--- src/hw/iord_params.svh ---
`ifndef IORD_PARAMS_SVH
`define IORD_PARAMS_SVH
// Contract
// Software never writes an I/O address marked reserved, so such writes need no defined effect.
// Software writes zero into reserved bit positions of any register it writes.
// Writing a one to a status flag clears that flag instead of storing the value.
// A single-bit set or clear changes only the addressed bit and rewrites no other bit.
// Single-bit set and clear are accepted only for I/O addresses 0x00 through 0x1F.
// Dedicated I/O in and out use a 6-bit I/O address from 0x00 to 0x3F, 64 locations.
// Through data-space load and store each I/O register appears at its I/O address plus 0x20.
// The extended range 0x60 to 0xFF is reachable only by data-space load and store.
// Reserved addresses and reserved bits read as zero and writes to them change nothing.

// Address map limits
`define IORD_IO_TO_DATA 8'h20
`define IORD_BIT_OP_TOP 8'h1F
`define IORD_EXT_BASE 8'h60
`define IORD_DATA_TOP 8'hFF
`define IORD_RESET_VAL 8'h00

// Register data addresses
`define IORD_TIMER0_COMPARE_A 8'h47
`define IORD_GENERAL_PURPOSE_ONE 8'h4A
`define IORD_GENERAL_PURPOSE_TWO 8'h4B
`define IORD_SERIAL_PERIPH_CONTROL 8'h4C
`define IORD_SERIAL_PERIPH_FLAGS 8'h4D
`define IORD_SERIAL_PERIPH_BUFFER 8'h4E
`define IORD_COMPARATOR_CONTROL 8'h50
`define IORD_DEBUG_DATA_CHANNEL 8'h51
`define IORD_SLEEP_CONTROL 8'h53
`define IORD_RESET_CAUSE_FLAGS 8'h54
`define IORD_CORE_CONTROL 8'h55
`define IORD_SELF_PROGRAM_CONTROL 8'h57
`define IORD_STACK_POINTER_LOW 8'h5D
`define IORD_STACK_POINTER_HIGH 8'h5E
`define IORD_PROCESSOR_FLAGS 8'h5F
`define IORD_WATCHDOG_CONTROL 8'h60
`define IORD_CLOCK_DIVIDER_CONTROL 8'h61
`define IORD_POWER_GATING 8'h64
`define IORD_OSCILLATOR_TRIM 8'h66
`define IORD_EXT_IRQ_SENSE_CONFIG 8'h69
`define IORD_PIN_CHANGE_MASK_ZERO 8'h6B

// Writable bit masks, reserved bits excluded
`define IORD_RW_FULL 8'hFF
`define IORD_RW_SERIAL_PERIPH_FLAGS 8'h01
`define IORD_RW_COMPARATOR_CONTROL 8'hCF
`define IORD_RW_SLEEP_CONTROL 8'h0F
`define IORD_RW_RESET_CAUSE_FLAGS 8'h1F
`define IORD_RW_CORE_CONTROL 8'h93
`define IORD_RW_SELF_PROGRAM_CONTROL 8'h9F
`define IORD_RW_SPH 8'h07
`define IORD_RW_WATCHDOG_CONTROL 8'h1F
`define IORD_RW_CLOCK_DIVIDER_CONTROL 8'h8F
`define IORD_RW_PRR 8'h1F
`define IORD_RW_EXT_IRQ_SENSE_CONFIG 8'h03

// Write-one-to-clear flag masks and flag positions
`define IORD_W1C_SERIAL_PERIPH_FLAGS 8'hC0
`define IORD_W1C_COMPARATOR_CONTROL 8'h10
`define IORD_SPI_DONE_BIT 7
`define IORD_SPI_COLL_BIT 6
`define IORD_CMP_EVENT_BIT 4

// Live read-only status bits
`define IORD_LIVE_CMP_OUT_BIT 5
`define IORD_LIVE_RWW_BUSY_BIT 6
`endif

--- src/hw/iord_pkg.sv ---
package iord_pkg;
	// Access kinds issued by the core
	typedef enum logic [2:0] {
		IORD_OP_IO_IN,
		IORD_OP_IO_OUT,
		data_space_load_op,
		data_space_store_op,
		set_single_io_bit_op,
		clear_single_io_bit_op
	} iord_op_t;

	typedef struct packed {
		logic valid;
		iord_op_t op;
		logic [7:0] addr;
		logic [7:0] wdata;
		logic [2:0] bit_idx;
	} iord_req_t;

	typedef struct packed {
		logic ack;
		logic refused;
		logic [7:0] rdata;
	} iord_resp_t;

	typedef struct packed {
		logic [7:0] rw;
		logic [7:0] w1c;
		logic [7:0] live;
	} iord_mask_t;
endpackage

--- src/hw/iord_bank.sv ---
`timescale 1ns/1ps
`include "iord_params.svh"
module iord_bank
	import iord_pkg::*;
(
	input wire logic REF_CLK,
	input wire logic ARST_N,
	input iord_req_t CORE_REQ,
	input wire logic SPI_DONE_SET,
	input wire logic SPI_COLL_SET,
	input wire logic CMP_EVENT_SET,
	input wire logic CMP_OUT,
	input wire logic RWW_BUSY,
	output iord_resp_t CORE_RESP,
	output logic [10:0] STACK_PTR,
	output logic [7:0] PROC_FLAGS,
	output logic [7:0] SPI_CONTROL
);
	// Storage covers the whole I/O window in data space; unmapped entries stay zero
	logic [7:0] bank [`IORD_IO_TO_DATA:`IORD_DATA_TOP];
	logic io_op;
	logic bit_op;
	logic rd_op;
	logic range_ok;
	logic hit;
	logic [7:0] daddr;
	logic [7:0] cur;
	logic [7:0] rd_val;
	logic [7:0] sel_bit;
	logic [7:0] next_val;
	logic wr_en;
	iord_mask_t msk;

	// Bit masks of each mapped register; all zero means reserved
	function automatic iord_mask_t mask_of(input logic [7:0] a);
		iord_mask_t m;
		m = '0;
		unique case (a)
			`IORD_TIMER0_COMPARE_A,
			`IORD_GENERAL_PURPOSE_ONE,
			`IORD_GENERAL_PURPOSE_TWO,
			`IORD_SERIAL_PERIPH_CONTROL,
			`IORD_SERIAL_PERIPH_BUFFER,
			`IORD_DEBUG_DATA_CHANNEL,
			`IORD_STACK_POINTER_LOW,
			`IORD_PROCESSOR_FLAGS,
			`IORD_OSCILLATOR_TRIM,
			`IORD_PIN_CHANGE_MASK_ZERO: m.rw = `IORD_RW_FULL;
			`IORD_SERIAL_PERIPH_FLAGS: begin
				m.rw = `IORD_RW_SERIAL_PERIPH_FLAGS;
				m.w1c = `IORD_W1C_SERIAL_PERIPH_FLAGS;
			end
			`IORD_COMPARATOR_CONTROL: begin
				m.rw = `IORD_RW_COMPARATOR_CONTROL;
				m.w1c = `IORD_W1C_COMPARATOR_CONTROL;
				m.live = 8'h01 << `IORD_LIVE_CMP_OUT_BIT;
			end
			`IORD_SLEEP_CONTROL: m.rw = `IORD_RW_SLEEP_CONTROL;
			`IORD_RESET_CAUSE_FLAGS: m.rw = `IORD_RW_RESET_CAUSE_FLAGS;
			`IORD_CORE_CONTROL: m.rw = `IORD_RW_CORE_CONTROL;
			`IORD_SELF_PROGRAM_CONTROL: begin
				m.rw = `IORD_RW_SELF_PROGRAM_CONTROL;
				m.live = 8'h01 << `IORD_LIVE_RWW_BUSY_BIT;
			end
			`IORD_STACK_POINTER_HIGH: m.rw = `IORD_RW_SPH;
			`IORD_WATCHDOG_CONTROL: m.rw = `IORD_RW_WATCHDOG_CONTROL;
			`IORD_CLOCK_DIVIDER_CONTROL: m.rw = `IORD_RW_CLOCK_DIVIDER_CONTROL;
			`IORD_POWER_GATING: m.rw = `IORD_RW_PRR;
			`IORD_EXT_IRQ_SENSE_CONFIG: m.rw = `IORD_RW_EXT_IRQ_SENSE_CONFIG;
			default: m = '0;
		endcase
		return m;
	endfunction

	// Address translation and range checks
	always_comb begin
		io_op = CORE_REQ.op inside {IORD_OP_IO_IN, IORD_OP_IO_OUT,
			set_single_io_bit_op, clear_single_io_bit_op};
		bit_op = CORE_REQ.op inside {set_single_io_bit_op, clear_single_io_bit_op};
		rd_op = CORE_REQ.op inside {IORD_OP_IO_IN, data_space_load_op};
		// I/O number lands 0x20 higher in data space, so it never reaches 0x60
		daddr = io_op ? ({2'b00, CORE_REQ.addr[5:0]} + `IORD_IO_TO_DATA) : CORE_REQ.addr;
		if (bit_op) begin
			range_ok = (CORE_REQ.addr <= `IORD_BIT_OP_TOP);
		end else if (io_op) begin
			range_ok = (CORE_REQ.addr[7:6] == 2'b00);
		end else begin
			range_ok = (CORE_REQ.addr >= `IORD_IO_TO_DATA);
		end
		msk = mask_of(daddr);
		hit = CORE_REQ.valid && range_ok && ((msk.rw | msk.w1c | msk.live) != 8'h00);
	end

	// Current contents with live status merged, reserved bits forced low
	always_comb begin
		cur = (daddr >= `IORD_IO_TO_DATA) ? bank[daddr] : 8'h00;
		rd_val = (cur & (msk.rw | msk.w1c)) | (msk.live & {
			1'b0, RWW_BUSY, CMP_OUT, 5'b00000});
	end

	// New value of the target register for each kind of write
	always_comb begin
		sel_bit = 8'h01 << CORE_REQ.bit_idx;
		next_val = cur;
		wr_en = 1'b0;
		unique case (CORE_REQ.op)
			IORD_OP_IO_OUT,
			data_space_store_op: begin
				wr_en = hit;
				// Ones on flag positions clear, zeros leave the flag alone
				next_val = (CORE_REQ.wdata & msk.rw) | (cur & msk.w1c & ~CORE_REQ.wdata);
			end
			set_single_io_bit_op: begin
				wr_en = hit;
				// Only the addressed bit moves; a set on a flag counts as a one written
				next_val = (cur | (sel_bit & msk.rw)) & ~(sel_bit & msk.w1c);
			end
			clear_single_io_bit_op: begin
				wr_en = hit;
				next_val = cur & ~(sel_bit & msk.rw);
			end
			default: begin
				wr_en = 1'b0;
				next_val = cur;
			end
		endcase
	end

	// Register bank; hardware flag sets come last so a same-cycle clear loses
	always_ff @(posedge REF_CLK or negedge ARST_N) begin
		if (!ARST_N) begin
			for (int i = `IORD_IO_TO_DATA; i <= `IORD_DATA_TOP; i++) begin
				bank[i] <= `IORD_RESET_VAL;
			end
		end else begin
			if (wr_en) begin
				bank[daddr] <= next_val;
			end
			if (SPI_DONE_SET) begin
				bank[`IORD_SERIAL_PERIPH_FLAGS][`IORD_SPI_DONE_BIT] <= 1'b1;
			end
			if (SPI_COLL_SET) begin
				bank[`IORD_SERIAL_PERIPH_FLAGS][`IORD_SPI_COLL_BIT] <= 1'b1;
			end
			if (CMP_EVENT_SET) begin
				bank[`IORD_COMPARATOR_CONTROL][`IORD_CMP_EVENT_BIT] <= 1'b1;
			end
		end
	end

	// Answer one cycle after every request; misses read zero
	always_ff @(posedge REF_CLK or negedge ARST_N) begin
		if (!ARST_N) begin
			CORE_RESP <= '0;
		end else begin
			CORE_RESP.ack <= CORE_REQ.valid;
			CORE_RESP.refused <= CORE_REQ.valid && !hit;
			CORE_RESP.rdata <= (hit && rd_op) ? rd_val : 8'h00;
		end
	end

	// Core-facing copies of registers the core itself consumes
	assign STACK_PTR = {bank[`IORD_STACK_POINTER_HIGH][2:0], bank[`IORD_STACK_POINTER_LOW]};
	assign PROC_FLAGS = bank[`IORD_PROCESSOR_FLAGS];
	assign SPI_CONTROL = bank[`IORD_SERIAL_PERIPH_CONTROL];
endmodule

--- config.mk ---
export PLATFORM = sky130hd
export DESIGN_NAME = iord_bank
export DESIGN_NICKNAME = d
export VERILOG_FILES = /design/src/hw/iord_pkg.sv /design/src/hw/iord_bank.sv
export VERILOG_INCLUDE_DIRS = /design/src /design/src/hw
export SDC_FILE = /design/constraint.sdc
export NUM_CORES = 2
export LEC_CHECK = 0
export BUFFER_PORTS_ARGS = -buffer_cell sky130_fd_sc_hd__clkbuf_2
export CAP_MARGIN = 20
export CORE_UTILIZATION = 50
export CTS_CLUSTER_DIAMETER = 200
export CTS_CLUSTER_SIZE = 14
export DETAILED_ROUTE_END_ITERATION = 8
export PLACE_DENSITY = 0.68
export SYNTH_ARGS = -nofsm -noshare
export SYNTH_HDL_FRONTEND = slang
export SYNTH_SLANG_ARGS = --single-unit
--- constraint.sdc ---
create_clock -name REF_CLK -period 2.3 [get_ports REF_CLK]
set_input_delay 0.46 -clock REF_CLK [delete_from_list [all_inputs] [get_ports REF_CLK]]
set_output_delay 0.46 -clock REF_CLK [all_outputs]
set_load 0.02 [all_outputs]
* Word-level counts from Yosys, hierarchy flattened *
Cells that the tools add are included.

word-level totals
  word-level logic and storage cells = 320
  bits in registers = 1802
  bits of input ports = 30

operators by class
  mux-type cells = 20
  equality and inequality tests = 26
  add/sub/neg operators = 1
  shift-type cells = 1
  $lt $le $gt $ge = 5
  reductions and logical operators = 19
  bitwise logic cells = 18

operators by type and width
  operator                                                                           count
  1792-bit bitwise mux                                                               1
  1432-bit two-way mux                                                               1
  8-bit by 7-bit == test with 1-bit output (second input constant)                   21
  8-bit one-hot mux with 10 select lines                                             1
  8-bit AND                                                                          8
  8-bit binary-select mux with 8-bit select                                          1
  8-bit demux with 8-bit select                                                      1
  8-bit two-way mux                                                                  6
  8-bit OR                                                                           5
  8-bit NOT                                                                          3
  8-bit one-hot mux with 3 select lines                                              1
  8-bit by 6-bit >= comparator with 1-bit output (second input constant)             2
  8-bit one-hot mux with 2 select lines                                              1
  7-bit one-hot mux with 2 select lines                                              1
  2-bit nonzero test                                                                 5
  10-bit OR reduction                                                                1
  9-bit >= comparator (second input constant)                                        1
  9-bit by 1-bit less-than comparator with 1-bit output (second input constant)      1
  8-bit NOT with 9-bit output                                                        1
  8-bit by 7-bit AND with 8-bit output                                               1
  8-bit by 5-bit less-or-equal comparator with 1-bit output (second input constant)  1
  8-bit nonzero test                                                                 1
  1-bit by 3-bit << shifter with 8-bit output (first input constant)                 1
  6-bit by 6-bit adder with 7-bit output (second input constant)                     1
  12 further kinds                                                                   23

* Logic depth before layout (Yosys ltp) *
  depth after elaboration = 15
  mapped depth = 12
  depth with buffers taken out = 7

* Worst setup path after synthesis *
No wires, ideal clock.

  path type = input to register
  start = input CORE_REQ[11] in the netlist's numbering
  end = register CORE_RESP[0] in the netlist's numbering
  arrival time = 2.633 ns
  stages = 8
  setup slack = -0.463 ns
  data required time = 2.169 ns
  library setup time = 0.131 ns
  path buffers = 4
  cell sequence = buf_6 buf_4 buf_2 buf_4 mux4_2 mux4_2 a311oi_1 a21oi_1

on the way
  longest elaborated chain between the ends = 11
  elaborated cells on any way between the ends = 47

ends and longest elaborated chain
  element                                                                          line              text
  start, declared                                                                  iord_bank.sv:8    input iord_req_t CORE_REQ,
  branches (longest 10 deep; another with 6-bit by 6-bit adder with 7-bit output)  -
  8-bit two-way mux *                                                              iord_bank.sv:158  CORE_RESP.rdata <= (hit && rd_op) ? rd_val : 8'h00;
  end, declared                                                                    iord_bank.sv:14   output iord_resp_t CORE_RESP,

Mark *: on every way between the ends. The select of a mux whose other input is x is not followed.
A chain may end at the register's enable or synchronous reset.

* Worst setup path after layout *
  start = register bank[293] in the netlist's numbering
  end = register CORE_RESP[5] in the netlist's numbering

on the way
  longest elaborated chain between the ends = 7

ends and longest elaborated chain
  element                                                line              text
  start, declared                                        iord_bank.sv:20   logic [7:0] bank [`IORD_IO_TO_DATA:`IORD_DATA_TOP];
  start signal, assigned by index                        iord_bank.sv:133  bank[i] <= `IORD_RESET_VAL;
  start signal, assigned by index                        iord_bank.sv:137  bank[daddr] <= next_val;
  8-bit binary-select mux with 8-bit select              iord_bank.sv:96   cur = (daddr >= `IORD_IO_TO_DATA) ? bank[daddr] : 8'h00;
  8-bit two-way mux (implied by the code) (2 in series)  iord_bank.sv:96
  8-bit two-way mux                                      iord_bank.sv:96
  8-bit AND                                              iord_bank.sv:97   rd_val = (cur & (msk.rw | msk.w1c)) | (msk.live & {
  8-bit OR                                               iord_bank.sv:97
  8-bit two-way mux                                      iord_bank.sv:158

Every way passes these cells. The select of a mux whose other input is x is not followed.

==> results.cfg <==
[detailed_routing]
drt_iter0_drc = 2251
antenna_left = 0
drc = 0
routedWlPerCell_um = 24.3
via_per_inst = 5.31
drt_pass1_iterations = 6
num_vias = 29708
totalWireLength_um = 136000

[run_status]
outcome = finished, violations left
violations = setup timing

[min_path]
worst_hold_path_type = in -> reg

[clock_network]
root_buffer = clkbuf_16
clockBufferDepth = 3
clk_latency_ns = 0.78
h-tree-depth = 4
cts_tree = done
clkTransAtPathRegs_ns = 0.07
cts_buffers = 146
clock-sinks = 1802

[placement]
dp_hpwl_um = 94300
placed_area_um2 = 69300
gp_congestion = 0.910
pre_cts_ws_ns = -1.28
portBuffers = 66

[yosys]
synthArstFlopShare = 1.00
synth-seq-area-share = 0.654
yosysTopAreaCell = dfrtp_1
ys.flop_type = dfrtp_1
synth_fp_nets = 4917
synth_compound_area_frac = 0.0229
synth-xor-area-share = 0.000254
yosys_warnings = 0
synthAdderAreaFrac = 0
synth_top_family_by_area = multiplexers
synthTopCellsByArea = dfrtp_1 (65%), mux4_2 (15%), clkbuf_1 (9.1%)
synth_edf_count = 0
synthCells = 4887
ys_ff_latch = 1802
synth_cell_types = 82
netlist_area_um2 = 69000
avgSynthCellArea_um2 = 14.1
synth-simple-area-share = 0.0251
synthMuxAreaShare = 0.191
yosysTopAreaCellShare = 0.654

[global_routing]
grt_max_degree = 91
grtUsageTotal = 0.202
grt_pass1_wl_um = 212000
grt.overflow.total = 0
antenna_found_initial = 7
grt_pass1_vias = 33436

[layout]
final_area_um2 = 74000
utilization = 0.544
seq_area_um2 = 45100
syn_to_final_growth_pct = 7.36
mostFrequentLayoutCell = dfrtp_1
multi_input_area_um2 = 17000
nFillCells = 10356
final_layout_size_suffix_gt1_frac = 0.381
layout_common_cells = dfrtp_1 (1,802), mux4_2 (472), buf_4 (429), clkbuf_16 (154), mux2_2 (123)
num-nets-final = 3835
antennaDiodeCount = 0

[sta]
final-setup-viol-count = 8
min_period_ns = 2.63
worstMarginPinSlew_ns = 0.738
fin_crit_sh = 1.14
relSlewSlack = 0.506
hold_slack_ns = 0.254
tns_ns = -1.12
finClkSkew_ns = 0.0296
timing.final.ws_setup_ns = -0.333
rsz0062_at_grt = yes
max_freq_mhz = 380
slew_violations = 0
hold_viol = 0

[die]
num_rows = 135
die_h_um = 373
io_pins = 67
die_area_um2 = 139000
core_area_um2 = 136000
die_w_um = 373
initial_core_util = 0.507

[setup_path]
cpPeakStageDelay_ns = 0.57
path_cells = mux4_2, mux4_2, nor2b_4, a211oi_4, buf_6, nand3_4, a211oi_2, a211oi_2
crit_type = reg -> reg
start_kind = flop
critPathSlowestCell = mux4_2
worst-endpoint-arrival_ns = 3.27
critPathTopFamily = multiplexers
end_kind = flop
cp_max_fo = 2
worstPathRequired_ns = 2.94
crit_buf_inv = 1

[pwr]
power_frac_clock = 0.395
seqPwrFrac = 0.554
comb_power_share = 0.051
p_int_mw = 44.6
power_density_nw_per_um2 = 773
sw_frac_of_total = 0.221
p_leak_nw = 35.9
p_switching_mw = 12.6
peakVddDrop_mv = 0.751

[run]
drv_cap = 0
==> stage by stage <==
| step | total power [mW] | std cells |
|---|---|---|
| final | 57.2 | 5599 |
| after global routing | 59.1 | 5599 |
| after CTS | 57.8 | 5569 |
| after detailed placement | 35.2 | 5401 |
| after global placement | 35.1 | 5401 |
| after floorplan | 33.5 | 4887 |
==> layout make-up <==
class                   count  area share
well taps                1781      0.0301
inverters                   4    0.000270
multi-input cells        1244       0.230
clock inverters            10     0.00218
flip-flops and latches   1802       0.609
repair buffers            607      0.0778
clock buffers             151      0.0510
==> worst min-delay path: cells and delay by family <==
kind | cells | cell delay [ns]
AO/OA/AOI/OAI | 4 | 0.44
buffers and inverters | 1 | 0.09
==> path summary, 6_finish.rpt <==
kind                               from           end  slack (ns)  cells past startpoint
setup / recovery              bank[293]  CORE_RESP[5]       -0.33                      8
hold / removal             CORE_REQ[10]    bank[1431]        0.25                      5
setup reg to reg              bank[293]  CORE_RESP[5]       -0.33                      8
hold reg to reg               bank[470]     bank[470]        0.37                      0
max in group asynchronous        ARST_N     bank[848]        1.06                      3
min in group asynchronous        ARST_N     bank[119]        0.29                      2
==> flip-flops by register name, summed over array words and instances, names as in the netlist <==
name / cells
CORE_RESP: 10
PROC_FLAGS: 8
SPI_CONTROL: 8
STACK_PTR: 11
bank: 1765
==> repair_timing <==
action / 4_1_cts / 5_1_grt
hold endpoints to repair: 30 / 0
gates cloned: 0 / 3
hold buffers: 7 / 0
pin swaps: 16 / 15
resized for setup: 41 / 34
buffers inserted: 1 / 27
endpoints found under the setup margin: 38 / 60
==> logic make-up after synthesis <==
kind of cell              after synthesis
AOI/OAI and AO/OA                     217
xor gates and xnor gates                2
buffers and inverters                1841
DFF                                  1802
muxes                                 702
and+or+nand+nor                       323
==> power by group through the flow <==
stage | Combinational (mW) | Clock [mW] | Sequential (mW)
2_1_floorplan | 1.23 | 0 | 32.3
3_3_place_gp | 2.85 | 0 | 32.3
3_5_place_dp | 2.88 | 0 | 32.3
4_1_cts | 2.92 | 23.2 | 31.7
5_1_grt | 3.18 | 24.2 | 31.7
6_report | 2.93 | 22.6 | 31.7
==> synth_stat cells (all sizes together) (3+ instances only) <==
cell,number
nand3b,3
a22oi,39
o211ai,7
and2,32
a221oi,10
or2,5
mux2,136
a22o,7
o21a,5
a2111oi,5
nor4,10
nor3,19
nand2b,11
nand3,40
a32oi,7
inv,3
and3,4
o31ai,7
nor2,42
a21oi,44
o2111ai,8
nor2b,46
a31oi,6
buf,169
clkbuf,1668
o22ai,6
o221ai,7
a21boi,3
nand4,11
dfrtp,1802
mux2i,91
a21o,3
or3,7
mux4,475
o21ai,17
nand2,82
a211oi,14
==> layer usage <==
layer	global-route usage	part of all wire
met5	0	0.00033
met4	0.0641	0.028
met3	0.0557	0.069
met2	0.284	0.44
met1	0.308	0.46
No activity file was read; power rests on OpenSTA's default activity.
